## config.mk

```make
export PLATFORM = sky130hd
export DESIGN_NAME = rmlc_top
export DESIGN_NICKNAME = d
export VERILOG_FILES = /design/src/rmlc_top.v /design/src/rmlc_sync.v /design/src/rmlc_buf2.v
export VERILOG_INCLUDE_DIRS = /design/src /design/src/include
export SDC_FILE = /design/constraint.sdc
export NUM_CORES = 1
export LEC_CHECK = 0
export ABC_AREA = 0
export CAP_MARGIN = 20
export CELL_PAD_IN_SITES_DETAIL_PLACEMENT = 1
export CELL_PAD_IN_SITES_GLOBAL_PLACEMENT = 2
export CORE_MARGIN = 2
export CORE_UTILIZATION = 36
export DETAILED_ROUTE_END_ITERATION = 8
export DONT_BUFFER_PORTS = 1
export GPL_TIMING_DRIVEN = 0
export PLACE_DENSITY_LB_ADDON = 0.3
export SKIP_LAST_GASP = 1
export SYNTH_ARGS = -nofsm -noshare
export SYNTH_HDL_FRONTEND = slang
export SYNTH_SLANG_ARGS = --single-unit
export TNS_END_PERCENT = 10
```

## constraint.sdc

```tcl
create_clock -name pclk -period 2.9 [get_ports pclk]
set_clock_uncertainty 0.05 [all_clocks]
set_input_delay 0.435 -clock pclk [delete_from_list [all_inputs] [get_ports pclk]]
set_output_delay 0.435 -clock pclk [all_outputs]
set_load 0.005 [all_outputs]
```

## src/include/rmlc_defs.vh

```
//------------------------------------------------------------
// radio modem link mode control: constants
//------------------------------------------------------------
// Behaviour
// - transparent mode samples host line at fixed rate; peer rebuilds the waveform.
// - transparent mode needs full-duplex, asynchronous, baud at most 9600, one master.
// - emulated full-duplex master starts transmitting, switches to receive after 4 ms.
// - emulated full-duplex slave runs the opposite phase to the master.
// - slave buffers host data during master transmit phase, sends it afterwards.
// - emulated full-duplex characters are 8 data, 1 stop, no or even parity.
// - emulated full-duplex needs full-duplex, synchronous, one master, baud at most 57600.
// - half-duplex mode transmits only as response to a received command.
// - networks of more than two modems use only the half-duplex mode.
// - half-duplex characters are 8 data, 1 stop, no or even parity.
// - half-duplex mode needs half-duplex, synchronous, every modem a slave.
// - configuration mode forces host port to 9600 bps, 8 data, no parity.
`ifndef RMLC_DEFS_VH
`define RMLC_DEFS_VH

//------------------------------------------------------------
// register offsets (byte addresses)
//------------------------------------------------------------
`define RMLC_OFS_CTRL 12'h000
`define RMLC_OFS_STAT 12'h004

//------------------------------------------------------------
// control fields
//------------------------------------------------------------
`define RMLC_CTRL_MODE_LSB 0
`define RMLC_CTRL_MASTER 2
`define RMLC_CTRL_HALF 3
`define RMLC_CTRL_SYNC 4
`define RMLC_CTRL_EVEN 5
`define RMLC_CTRL_CFG 6
`define RMLC_CTRL_MULTI 7
`define RMLC_CTRL_BAUD_LSB 8
`define RMLC_CTRL_RESET 11'h040

//------------------------------------------------------------
// status fields
//------------------------------------------------------------
`define RMLC_STAT_RUN 0
`define RMLC_STAT_TXPH 1
`define RMLC_STAT_ARMED 2
`define RMLC_STAT_CFGERR 3
`define RMLC_STAT_BUFV 4
`define RMLC_STAT_PARERR 5

//------------------------------------------------------------
// modes and baud codes
//------------------------------------------------------------
`define RMLC_MODE_IDLE 2'h0
`define RMLC_MODE_TRANSP 2'h1
`define RMLC_MODE_EMUFD 2'h2
`define RMLC_MODE_CMDRSP 2'h3
`define RMLC_BAUD_9600 3'h0
`define RMLC_BAUD_57600 3'h3

//------------------------------------------------------------
// timing
//------------------------------------------------------------
`define RMLC_CLK_HZ 40000000
`define RMLC_SAMPLE_HZ 32000
`define RMLC_SMP_CYC (`RMLC_CLK_HZ / `RMLC_SAMPLE_HZ)
`define RMLC_SLOT_US 4000
`define RMLC_SLOT_CYC (`RMLC_CLK_HZ / 1000000 * `RMLC_SLOT_US)

`endif

```

## src/rmlc_top.v

```verilog
// The APB slave port and the placing of the registers were decided locally.
`timescale 1ns/1ps
`default_nettype none
`include "rmlc_defs.vh"
module rmlc_top #(
    parameter SLOT_CYC = `RMLC_SLOT_CYC
) (
    input wire pclk,
    input wire presetn,
    // apb slave
    input wire psel,
    input wire penable,
    input wire pwrite,
    input wire [11:0] paddr,
    input wire [31:0] pwdata,
    output reg [31:0] prdata,
    output reg pready,
    output reg pslverr,
    // host character stream, same clock
    input wire hin_valid,
    input wire [7:0] hin_data,
    input wire hin_par,
    output wire hin_ready,
    output reg hout_valid,
    output reg [7:0] hout_data,
    output reg hout_par,
    input wire hout_ready,
    // host line pins for the transparent mode
    input wire host_rxd_pin,
    output reg host_txd_pin,
    // host port format
    output reg [2:0] host_baud_code,
    output reg host_par_en,
    // peer link, byte path
    output reg lnk_tx_valid,
    output reg [7:0] lnk_tx_data,
    output reg lnk_tx_par,
    input wire lnk_tx_ready,
    input wire lnk_rx_valid,
    input wire [7:0] lnk_rx_data,
    input wire lnk_rx_par,
    output reg lnk_rx_ready,
    // peer link, line samples
    output reg lnk_smp_tx_valid,
    output reg lnk_smp_tx_bit,
    input wire lnk_smp_rx_valid,
    input wire lnk_smp_rx_bit,
    // transmitter keyed
    output reg rf_tx_on
);
    localparam [31:0] SMP_W = `RMLC_SMP_CYC;
    localparam [31:0] SLOT_W = SLOT_CYC - 1;
    localparam [10:0] SMP_CYC = SMP_W[10:0];
    localparam [17:0] SLOT_LAST = SLOT_W[17:0];

    //------------------------------------------------------------
    // registers
    //------------------------------------------------------------
    reg [10:0] ctrl_r;
    reg par_err_r;
    wire [1:0] mode = ctrl_r[`RMLC_CTRL_MODE_LSB+1:`RMLC_CTRL_MODE_LSB];
    wire master = ctrl_r[`RMLC_CTRL_MASTER];
    wire half = ctrl_r[`RMLC_CTRL_HALF];
    wire syncm = ctrl_r[`RMLC_CTRL_SYNC];
    wire even = ctrl_r[`RMLC_CTRL_EVEN];
    wire cfg_mode = ctrl_r[`RMLC_CTRL_CFG];
    wire multi = ctrl_r[`RMLC_CTRL_MULTI];
    wire [2:0] baud = ctrl_r[`RMLC_CTRL_BAUD_LSB+2:`RMLC_CTRL_BAUD_LSB];

    //------------------------------------------------------------
    // setting checks
    //------------------------------------------------------------
    reg cfg_ok;
    always @* begin
        case (mode)
            `RMLC_MODE_TRANSP:
                cfg_ok = !half && !syncm && baud <= `RMLC_BAUD_9600 && !multi;
            `RMLC_MODE_EMUFD:
                cfg_ok = !half && syncm && baud <= `RMLC_BAUD_57600 && !multi;
            `RMLC_MODE_CMDRSP:
                cfg_ok = half && syncm && !master;
            default:
                cfg_ok = 1'b0;
        endcase
    end
    // link work only with valid settings and outside configuration mode
    wire run = cfg_ok && !cfg_mode;
    wire run1 = run && (mode == `RMLC_MODE_TRANSP);
    wire run2 = run && (mode == `RMLC_MODE_EMUFD);
    wire run3 = run && (mode == `RMLC_MODE_CMDRSP);

    //------------------------------------------------------------
    // apb slave, no wait states
    //------------------------------------------------------------
    wire acc = psel && penable && pready;
    wire hit_ctrl = (paddr == `RMLC_OFS_CTRL);
    wire hit_stat = (paddr == `RMLC_OFS_STAT);
    reg tx_phase_r;
    reg armed_r;
    wire buf_ov;
    wire [31:0] stat_v = {26'h0, par_err_r, buf_ov, ~cfg_ok, armed_r, tx_phase_r, run};
    wire par_bad;

    // ready rises in the access phase; data and error load with it
    always @(posedge pclk or negedge presetn) begin
        if (!presetn) begin
            pready <= 1'b0;
            pslverr <= 1'b0;
            prdata <= 32'h0;
        end else begin
            pready <= psel && !penable && !pready;
            pslverr <= psel && !penable && !hit_ctrl && !hit_stat;
            if (psel && !penable) begin
                prdata <= hit_ctrl ? {21'h0, ctrl_r} : (hit_stat ? stat_v : 32'h0);
            end
        end
    end

    // control write; parity error sticky, write one to clear, set wins
    always @(posedge pclk or negedge presetn) begin
        if (!presetn) begin
            ctrl_r <= `RMLC_CTRL_RESET;
            par_err_r <= 1'b0;
        end else begin
            if (acc && pwrite && hit_ctrl) begin
                ctrl_r <= pwdata[10:0];
            end
            if (par_bad) begin
                par_err_r <= 1'b1;
            end else if (acc && pwrite && hit_stat && pwdata[`RMLC_STAT_PARERR]) begin
                par_err_r <= 1'b0;
            end
        end
    end

    // host format; configuration mode overrides the working settings
    always @(posedge pclk or negedge presetn) begin
        if (!presetn) begin
            host_baud_code <= `RMLC_BAUD_9600;
            host_par_en <= 1'b0;
        end else begin
            host_baud_code <= cfg_mode ? `RMLC_BAUD_9600 : baud;
            host_par_en <= cfg_mode ? 1'b0 : even;
        end
    end

    //------------------------------------------------------------
    // transparent mode: line sampling and rebuild
    //------------------------------------------------------------
    wire rxd_s;
    reg [10:0] smp_cnt_r;
    wire smp_tick = (smp_cnt_r == SMP_CYC - 11'h1);

    rmlc_sync #(.W(1)) u_rxd_sync (
        .pclk(pclk),
        .presetn(presetn),
        .d(host_rxd_pin),
        .q(rxd_s)
    );

    // a 32 kHz tick; the line format is never looked at here
    always @(posedge pclk or negedge presetn) begin
        if (!presetn) begin
            smp_cnt_r <= 11'h0;
            lnk_smp_tx_valid <= 1'b0;
            lnk_smp_tx_bit <= 1'b1;
            host_txd_pin <= 1'b1;
        end else begin
            smp_cnt_r <= (!run1 || smp_tick) ? 11'h0 : smp_cnt_r + 11'h1;
            lnk_smp_tx_valid <= run1 && smp_tick;
            if (run1 && smp_tick) begin
                lnk_smp_tx_bit <= rxd_s;
            end
            // idle line high whenever the mode is not running
            if (!run1) begin
                host_txd_pin <= 1'b1;
            end else if (lnk_smp_rx_valid) begin
                host_txd_pin <= lnk_smp_rx_bit;
            end
        end
    end

    //------------------------------------------------------------
    // emulated full duplex: slot timer
    //------------------------------------------------------------
    reg [17:0] slot_cnt_r;
    reg ph_r;

    // equal slots; master opens in transmit, slave in receive
    always @(posedge pclk or negedge presetn) begin
        if (!presetn) begin
            slot_cnt_r <= 18'h0;
            ph_r <= 1'b1;
        end else if (!run2) begin
            slot_cnt_r <= 18'h0;
            ph_r <= 1'b1;
        end else if (slot_cnt_r == SLOT_LAST) begin
            slot_cnt_r <= 18'h0;
            ph_r <= ~ph_r;
        end else begin
            slot_cnt_r <= slot_cnt_r + 18'h1;
        end
    end

    always @(posedge pclk or negedge presetn) begin
        if (!presetn) begin
            tx_phase_r <= 1'b0;
        end else begin
            tx_phase_r <= run2 && (master ? ph_r : ~ph_r);
        end
    end

    //------------------------------------------------------------
    // host byte path into the two-entry buffer
    //------------------------------------------------------------
    // even parity checked only where the character format is fixed
    wire byte_mode = run2 || run3;
    assign par_bad = hin_valid && hin_ready && byte_mode && even
                     && (^{hin_data, hin_par});
    wire buf_iv = hin_valid && byte_mode && !par_bad;
    wire buf_in_rdy;
    wire [8:0] buf_od;
    wire gate;
    wire load = buf_ov && gate && (!lnk_tx_valid || lnk_tx_ready);

    // a bad character is swallowed rather than stalling the host
    assign hin_ready = buf_in_rdy;

    rmlc_buf2 #(.W(9)) u_tx_buf (
        .pclk(pclk),
        .presetn(presetn),
        .flush(!byte_mode),
        .in_valid(buf_iv),
        .in_data({even & hin_par, hin_data}),
        .in_ready(buf_in_rdy),
        .out_valid(buf_ov),
        .out_data(buf_od),
        .out_ready(load)
    );

    //------------------------------------------------------------
    // half duplex: transmit only after a received command
    //------------------------------------------------------------
    wire rx_take = lnk_rx_valid && lnk_rx_ready;

    // armed by any command; drops once the reply drains, new command wins
    always @(posedge pclk or negedge presetn) begin
        if (!presetn) begin
            armed_r <= 1'b0;
        end else if (!run3) begin
            armed_r <= 1'b0;
        end else if (rx_take) begin
            armed_r <= 1'b1;
        end else if (lnk_tx_valid && lnk_tx_ready && !buf_ov) begin
            armed_r <= 1'b0;
        end
    end

    // slave holds data in the buffer until its own slot opens
    assign gate = tx_phase_r || (run3 && armed_r);

    //------------------------------------------------------------
    // link transmit register
    //------------------------------------------------------------
    always @(posedge pclk or negedge presetn) begin
        if (!presetn) begin
            lnk_tx_valid <= 1'b0;
            lnk_tx_data <= 8'h0;
            lnk_tx_par <= 1'b0;
            rf_tx_on <= 1'b0;
        end else begin
            if (load) begin
                lnk_tx_valid <= 1'b1;
                lnk_tx_data <= buf_od[7:0];
                lnk_tx_par <= buf_od[8];
            end else if (lnk_tx_ready || !byte_mode) begin
                lnk_tx_valid <= 1'b0;
            end
            // keyed in own slot, during a reply, or while sampling
            rf_tx_on <= tx_phase_r || (run3 && armed_r) || run1;
        end
    end

    //------------------------------------------------------------
    // link receive into host output register
    //------------------------------------------------------------
    // received bytes delivered in both emulated and half duplex modes
    always @(posedge pclk or negedge presetn) begin
        if (!presetn) begin
            hout_valid <= 1'b0;
            hout_data <= 8'h0;
            hout_par <= 1'b0;
            lnk_rx_ready <= 1'b0;
        end else begin
            if (rx_take) begin
                hout_valid <= 1'b1;
                hout_data <= lnk_rx_data;
                hout_par <= even & lnk_rx_par;
                lnk_rx_ready <= 1'b0;
            end else begin
                if (hout_ready || !byte_mode) begin
                    hout_valid <= 1'b0;
                end
                lnk_rx_ready <= byte_mode && (!hout_valid || hout_ready);
            end
        end
    end
endmodule // rmlc_top
`default_nettype wire

```

## src/rmlc_sync.v

```verilog
`timescale 1ns/1ps
`default_nettype none
// two-flop synchroniser for asynchronous pin levels
module rmlc_sync #(
    parameter W = 1
) (
    input wire pclk,
    input wire presetn,
    input wire [W-1:0] d,
    output reg [W-1:0] q
);
    reg [W-1:0] meta_r;

    // first stage feeds only the second stage
    always @(posedge pclk or negedge presetn) begin
        if (!presetn) begin
            meta_r <= {W{1'b1}};
            q <= {W{1'b1}};
        end else begin
            meta_r <= d;
            q <= meta_r;
        end
    end
endmodule // rmlc_sync
`default_nettype wire

```

## src/rmlc_buf2.v

```verilog
`timescale 1ns/1ps
`default_nettype none
// two-entry buffer; in_ready and out_valid come from flops
module rmlc_buf2 #(
    parameter W = 9
) (
    input wire pclk,
    input wire presetn,
    input wire flush,
    input wire in_valid,
    input wire [W-1:0] in_data,
    output reg in_ready,
    output reg out_valid,
    output wire [W-1:0] out_data,
    input wire out_ready
);
    reg [W-1:0] mem_r [0:1];
    reg rd_r;
    reg wr_r;
    reg [1:0] cnt_r;
    wire push = in_valid & in_ready;
    wire pop = out_valid & out_ready;
    wire [1:0] cnt_nxt = flush ? 2'h0 : cnt_r + {1'b0, push} - {1'b0, pop};

    assign out_data = mem_r[rd_r];

    // storage is not reset; only pointers and flags need defined values
    always @(posedge pclk) begin
        if (push) begin
            mem_r[wr_r] <= in_data;
        end
    end

    always @(posedge pclk or negedge presetn) begin
        if (!presetn) begin
            rd_r <= 1'b0;
            wr_r <= 1'b0;
            cnt_r <= 2'h0;
            in_ready <= 1'b1;
            out_valid <= 1'b0;
        end else begin
            rd_r <= flush ? 1'b0 : rd_r ^ pop;
            wr_r <= flush ? 1'b0 : wr_r ^ push;
            cnt_r <= cnt_nxt;
            in_ready <= (cnt_nxt != 2'h2);
            out_valid <= (cnt_nxt != 2'h0);
        end
    end
endmodule // rmlc_buf2
`default_nettype wire

```

======== After elaboration in Yosys (flattened, before gate mapping) ========
Memories as Yosys holds them, arrays and structs flattened. A register that Yosys moved wholly into a read port is not among the register bits.
Cells that the tools add are included.
cells by class
  bitwise logic cells ..................... 8
  add/sub/neg operators ................... 4
  eq/ne operators ......................... 10
  multiplexer cells ....................... 28
  reduce and logical (&&, ||, !) cells .... 67
  magnitude comparators ................... 2
operators by type and width
  operator                                                        count
  logical AND 1 bit                                               37
  two-way mux 18 bit                                              2
  two-way mux 11 bit                                              2
  two-way mux 1 bit                                               20
  adder 18 x 1 -> 18 bit, second input constant                   1
  equality test 18 bit, second input constant                     1
  zero test 1 bit                                                 16
  equality test 12 x 3 -> 1 bit, second input constant            1
  zero test 12 bit                                                1
  adder 11 x 1 -> 11 bit, second input constant                   1
  equality test 11 bit, second input constant                     1
  parity 9 bit                                                    1
  logical OR 1 bit                                                8
  nonzero test 2 bit                                              4
  two-way mux 6 bit                                               1
  AND 1 bit                                                       4
  equality test 2 bit, second input constant                      2
  inequality test 2 bit, second input constant                    2
  less-or-equal comparator 3 x 1 -> 1 bit, second input constant  1
  less-or-equal comparator 3 x 2 -> 1 bit, second input constant  1
  two-way mux 3 bit                                               1
  inequality test 3 x 1 -> 1 bit, second input constant           1
  case mux 1 bit (3 select lines)                                 1
  adder 2 x 1 -> 2 bit                                            1
  6 further kinds                                                 8
storage, ports and cells
  bits in registers ....................... 106
  memories ................................ 1
  logic and storage cells ................. 148
  output and inout port bits .............. 64
  RAM bits ................................ 18
  input bits .............................. 74
memories
  memory          depth  width  rd ports  clocked after memory_dff  write ports  RTL line        RTL
  u_tx_buf.mem_r  2      9      1         1                         1            rmlc_buf2.v:17  reg [W-1:0] mem_r [0:1];

======== Logic depth before layout (Yosys ltp) ========
  depth in word-level cells ............... 18
  depth in mapped cells ................... 13
  mapped depth without buffers ............ 12

======== Hierarchy ========
Synthesis repeated with hierarchy kept, for this count alone.
unflattened totals
  cells, all modules ...................... 418
  area, all modules ....................... 4973.5 um^2
by module, submodules not included
  module     sequential area each (um^2)  times used  area each (um^2)  cells each
  rmlc_top   2157.1                       1           3980.1            363
  rmlc_buf2  691.9                        1           940.9             53
  rmlc_sync  52.6                         1           52.6              2

======== Least setup slack after synthesis ========
No wires, ideal clock.
  path type ............................... register -> register
  start point ............................. reg ctrl_r[0]
  end point ............................... reg u_tx_buf.in_ready
  library setup time ...................... 88 ps
  stages on the path, launching flop included .. 14
  clock period less this slack ............ 2773 ps
  arrival time ............................ 2635 ps
  path slack .............................. 127 ps
  path buffers ............................ 1
  data required time ...................... 2762 ps
  cell sequence ........................... dfrtp_1 -> inv_1 -> ha_1 -> nor4b_4 -> o2111ai_2 -> a211oi_2 -> or2_2 -> buf_6 -> ha_1 -> inv_1 -> ha_1 -> xor2_1 -> xnor2_1 -> or3_1
on the way
  word-level cells in the longest chain between the ends .. 15
  elaborated cells between the ends (all ways) .. 24
  those cells by class .................... 2 x add/sub; 4 x eq/ne; 2 x mux; 2 x bitwise; 14 x reduce/logical
ends and longest elaborated chain
  element                                                                     RTL line                      RTL
  from (decl)                                                                 rmlc_top.v:59                 reg [10:0] ctrl_r;
  from (signal assigned)                                                      rmlc_top.v:122                ctrl_r <= `RMLC_CTRL_RESET;
  from (signal assigned)                                                      rmlc_top.v:126                ctrl_r <= pwdata[10:0];
  equality test 2 bit / equality test 2 x 1 -> 1 bit (equally long branches)  rmlc_top.v:75                 case (mode)
  case mux 1 bit (3 select lines)                                             rmlc_top.v:75
  logical AND 1 bit                                                           rmlc_top.v:87                 wire run = cfg_ok && !cfg_mode;
  logical AND 1 bit (on tied branches)                                        rmlc_top.v:89, rmlc_top.v:90
  logical OR 1 bit                                                            rmlc_top.v:217                wire byte_mode = run2 || run3;
  logical AND 1 bit (2 in a row)                                              rmlc_top.v:218                assign par_bad = hin_valid && hin_ready && byte_mode && even
  logical AND 1 bit                                                           rmlc_top.v:219                && (^{hin_data, hin_par});
  zero test 1 bit                                                             rmlc_top.v:220                wire buf_iv = hin_valid && byte_mode && !par_bad;
  logical AND 1 bit                                                           rmlc_top.v:220
  AND 1 bit                                                                   rmlc_buf2.v:21                wire push = in_valid & in_ready;
  adder 2 x 1 -> 2 bit                                                        rmlc_buf2.v:23                wire [1:0] cnt_nxt = flush ? 2'h0 : cnt_r + {1'b0, push} - {1'b0, pop};
  subtractor 2 x 1 -> 2 bit                                                   rmlc_buf2.v:23
  two-way mux 2 bit (*)                                                       rmlc_buf2.v:23
  inequality test 2 bit (*)                                                   rmlc_buf2.v:45                in_ready <= (cnt_nxt != 2'h2);
  to (signal assigned)                                                        rmlc_buf2.v:45
  to (decl)                                                                   rmlc_buf2.v:12                output reg in_ready,
Mark *: on every way between the ends. The rest lies on a longest branch, timed or not.
A chain may end at the register's enable or synchronous reset.

======== Worst setup path in the final report ========
Same ends and word-level chain as after synthesis.

==> run metrics <==
Layout Cells excl Fill about 670; crit path launch type flip-flop; sequential area share after synthesis between 50% and 60%; Area after DPL around 5400 um2; nets@finish roughly 570; clk sinks around 110; Rel. slew slack a little over half; RR Startpoint ctrl_r[0]$_DFFE_PN0P_; Area growth, synth to finish 15.69%; final slew viol count 0; Worst Setup SP ctrl_r[0]$_DFFE_PN0P_; Residual DRC 0; antenna cell count 0; part of the cycle the worst path needs between 90% and 100%; Yosys reg bits 112; metal2 WL approximately 5.7 mm; largest area contributor in the netlist dfrtp_1; initial antenna violation count 0; crit end category flip-flop; Gate Count Post-Synth 435; CTS tree built; LEAKAGE 2.483 nW; Max IR drop VDD around 0.00027 V; initial core utilization 36.71%; critical path required time about 3.1 ns; ranking of synthesized cells by area dfrtp_1 (43%), edfxtp_1 (11%), mux2_2 (4.5%), dfstp_2 (3.6%), buf_4 (3.4%); Synth top area share 43.06%; Core Box Area 13770 um2; Die X-Extent around 120 um; worst slew pin tran 0.7018 ns; Clk Latency, worst-skew pair roughly 0.35 ns; synth cell count leaders dfrtp_1 (87), nor2_1 (45), nand2_1 (34); worst-path maximum fanout 2; Root Buffer Master clkbuf_16; Cell Pwr Density between 500 and 600 nW/um2; vias per cell about 5; WL final about 11 mm; largest net degree at the start of global routing 95; status completed; fmax roughly 360 MHz; Worst Slack Setup Final 0.1236 ns; CP endpoint u_tx_buf.in_ready$_DFF_PN1_; level count of the clock H-tree 3; Top Metal Used met4; met3 WL 619 um; Syn Area/Cell 11.62 um2; IO Port Bufs 0; Finished Cell Area 5849 um2; Reg2Reg Setup Slack roughly 0.12 ns; First-pass DRT Iterations 4; Die Footprint between 15000 and 20000 um2; detailed-placement wirelength estimate roughly 7.9 mm; Critical Path AT around 3.0 ns; setup_tns 0 ns; total track usage ~16%; routed vias about 3200; RSZ-0062 raised after global routing false; row cnt 43; Min Clock Period, post-route 2.776 ns; gr ovfl total 0; Num CTS Buffers 9; Worst Hold Class input pin to flip-flop; post-route ant nets 0; Yosys cell types 51; async set or reset register ratio after synthesis about 84%; placed cells ~640; Yosys Warn Count 0; worst reg2reg endpoint u_tx_buf.in_ready$_DFF_PN1_; io pins 138; routed length on met1 4.949 mm; vias in the first global route 3416; Crit Path Class flip-flop to flip-flop; Fin. Hold Viols 0; DR WL/cell 17.18 um; R2R depth 12; Tot Pwr approximately 0.0030 W; Synth Cell Area ~5100 um2; first-pass GRT wire length approximately 18 mm; DRT iter0 DRCs roughly 200; max_cap viols 0; DP Worst Slack -0.2808 ns; count leader, synth dfrtp_1; Post-synth EDFFs 18; Die Y 122.5 um; Max Buffers Root-to-Sink 2; routability congestion estimate 0.7493; Final setup viols 0; Reg clk slew, reported paths 0.08 ns; ys flop type dfrtp_1; layout cell share with drive strength beyond 1 between 20% and 30%
[flip-flops by register name, summed over array words and instances, names as in the netlist, 2 cells and up]
| name | cells |
|---|---|
| smp_cnt_r | 11 |
| lnk_tx_data | 8 |
| u_tx_buf.cnt_r | 2 |
| prdata | 11 |
| u_tx_buf.mem_r | 18 |
| host_baud_code | 3 |
| ctrl_r | 11 |
| hout_data | 8 |
| slot_cnt_r | 18 |
[kinds of logic after synthesis]
logic type	share of synthesized area [%]
simple gates	15.54
flops	57.39
xor+xnor	6.508
compound gates	5.321
buf+inv	6.013
other cells	0.07417
mux	6.434
fa+ha+maj	2.722
[worst min-delay path by stage]
stage	from	depth (start not counted)	endpoint
2_1_floorplan	presetn	0	armed_r$_DFFE_PN0P_
3_3_place_gp	presetn	0	smp_cnt_r[8]$_DFF_PN0_
3_5_place_dp	presetn	0	lnk_smp_tx_valid$_DFF_PN0_
4_1_cts	host_rxd_pin	0	u_rxd_sync.meta_r$_DFF_PN1_
5_1_grt	host_rxd_pin	0	u_rxd_sync.meta_r$_DFF_PN1_
6_report	host_rxd_pin	0	u_rxd_sync.meta_r$_DFF_PN1_
[critical path: stages (launching register included)]
cell       delay [ns]
dfrtp_1          0.39
inv_2            0.07
ha_4             0.26
nor4b_4          0.25
o2111ai_2        0.20
a211oi_2         0.27
or2_4            0.18
ha_4             0.19
inv_2            0.06
ha_4             0.14
xor2_2           0.18
xnor2_2          0.10
or3_1            0.38
[per-stage QoR]
stage / utilization [%] / hold slack [ns]
floorplan: - / 0.08941
global placement: 38.89 / 0.09570
detailed placement: 38.89 / 0.09311
CTS: 42.04 / 0.01310
global route: 42.47 / 0.01303
finish: 42.47 / 0.02897
[layout by cell type, fill, tap and decap left out, drive strengths merged, types with 17 or more instances in the layout]
cell	instances
xnor2	17
buf	45
xor2	18
dfrtp	87
edfxtp	18
conb	21
nand2	35
mux2	20
nand3	17
nor2	45
[cell type report]
class / instances / area, um2
inverters: 12 / 45.04
well taps: 180 / 225.2
clock buffers: 10 / 229.0
repair buffers: 15 / 135.1
flip-flops and latches: 112 / 2902
fillers: 1520 / 7924
plain buffers: 33 / 247.7
clock inverters: 6 / 71.32
multi-input cells: 297 / 1994
[routing by layer]
layer | GRT usage, % | vias up
met4 | 4.526 | 0
met3 | 4.972 | 11
li1 | - | 1538
met1 | 20.14 | 1619
met2 | 25.76 | 62
met5 | 0 | -
[timing repair]
item | in CTS | in global routing
buffers inserted | 10 | 3
gates resized for setup | 7 | 7
setup endpoints to repair | 3 | 3
pin swaps | 7 | 5
hold buffers | 2 | 0
endpoints found under the hold margin | 94 | 0
gates cloned | 0 | 0
[report_power, final]
group / internal [W] / leakage, nW / total (W) / switching, W
sequential: 0.00161 / 1.43 / 0.00161 / 0.00000746
combinational: 0.0000461 / 0.910 / 0.000103 / 0.0000571
clock: 0.000676 / 0.139 / 0.00127 / 0.000592
total: 0.00233 / 2.48 / 0.00299 / 0.000657
No activity file was read; power rests on OpenSTA's default activity.
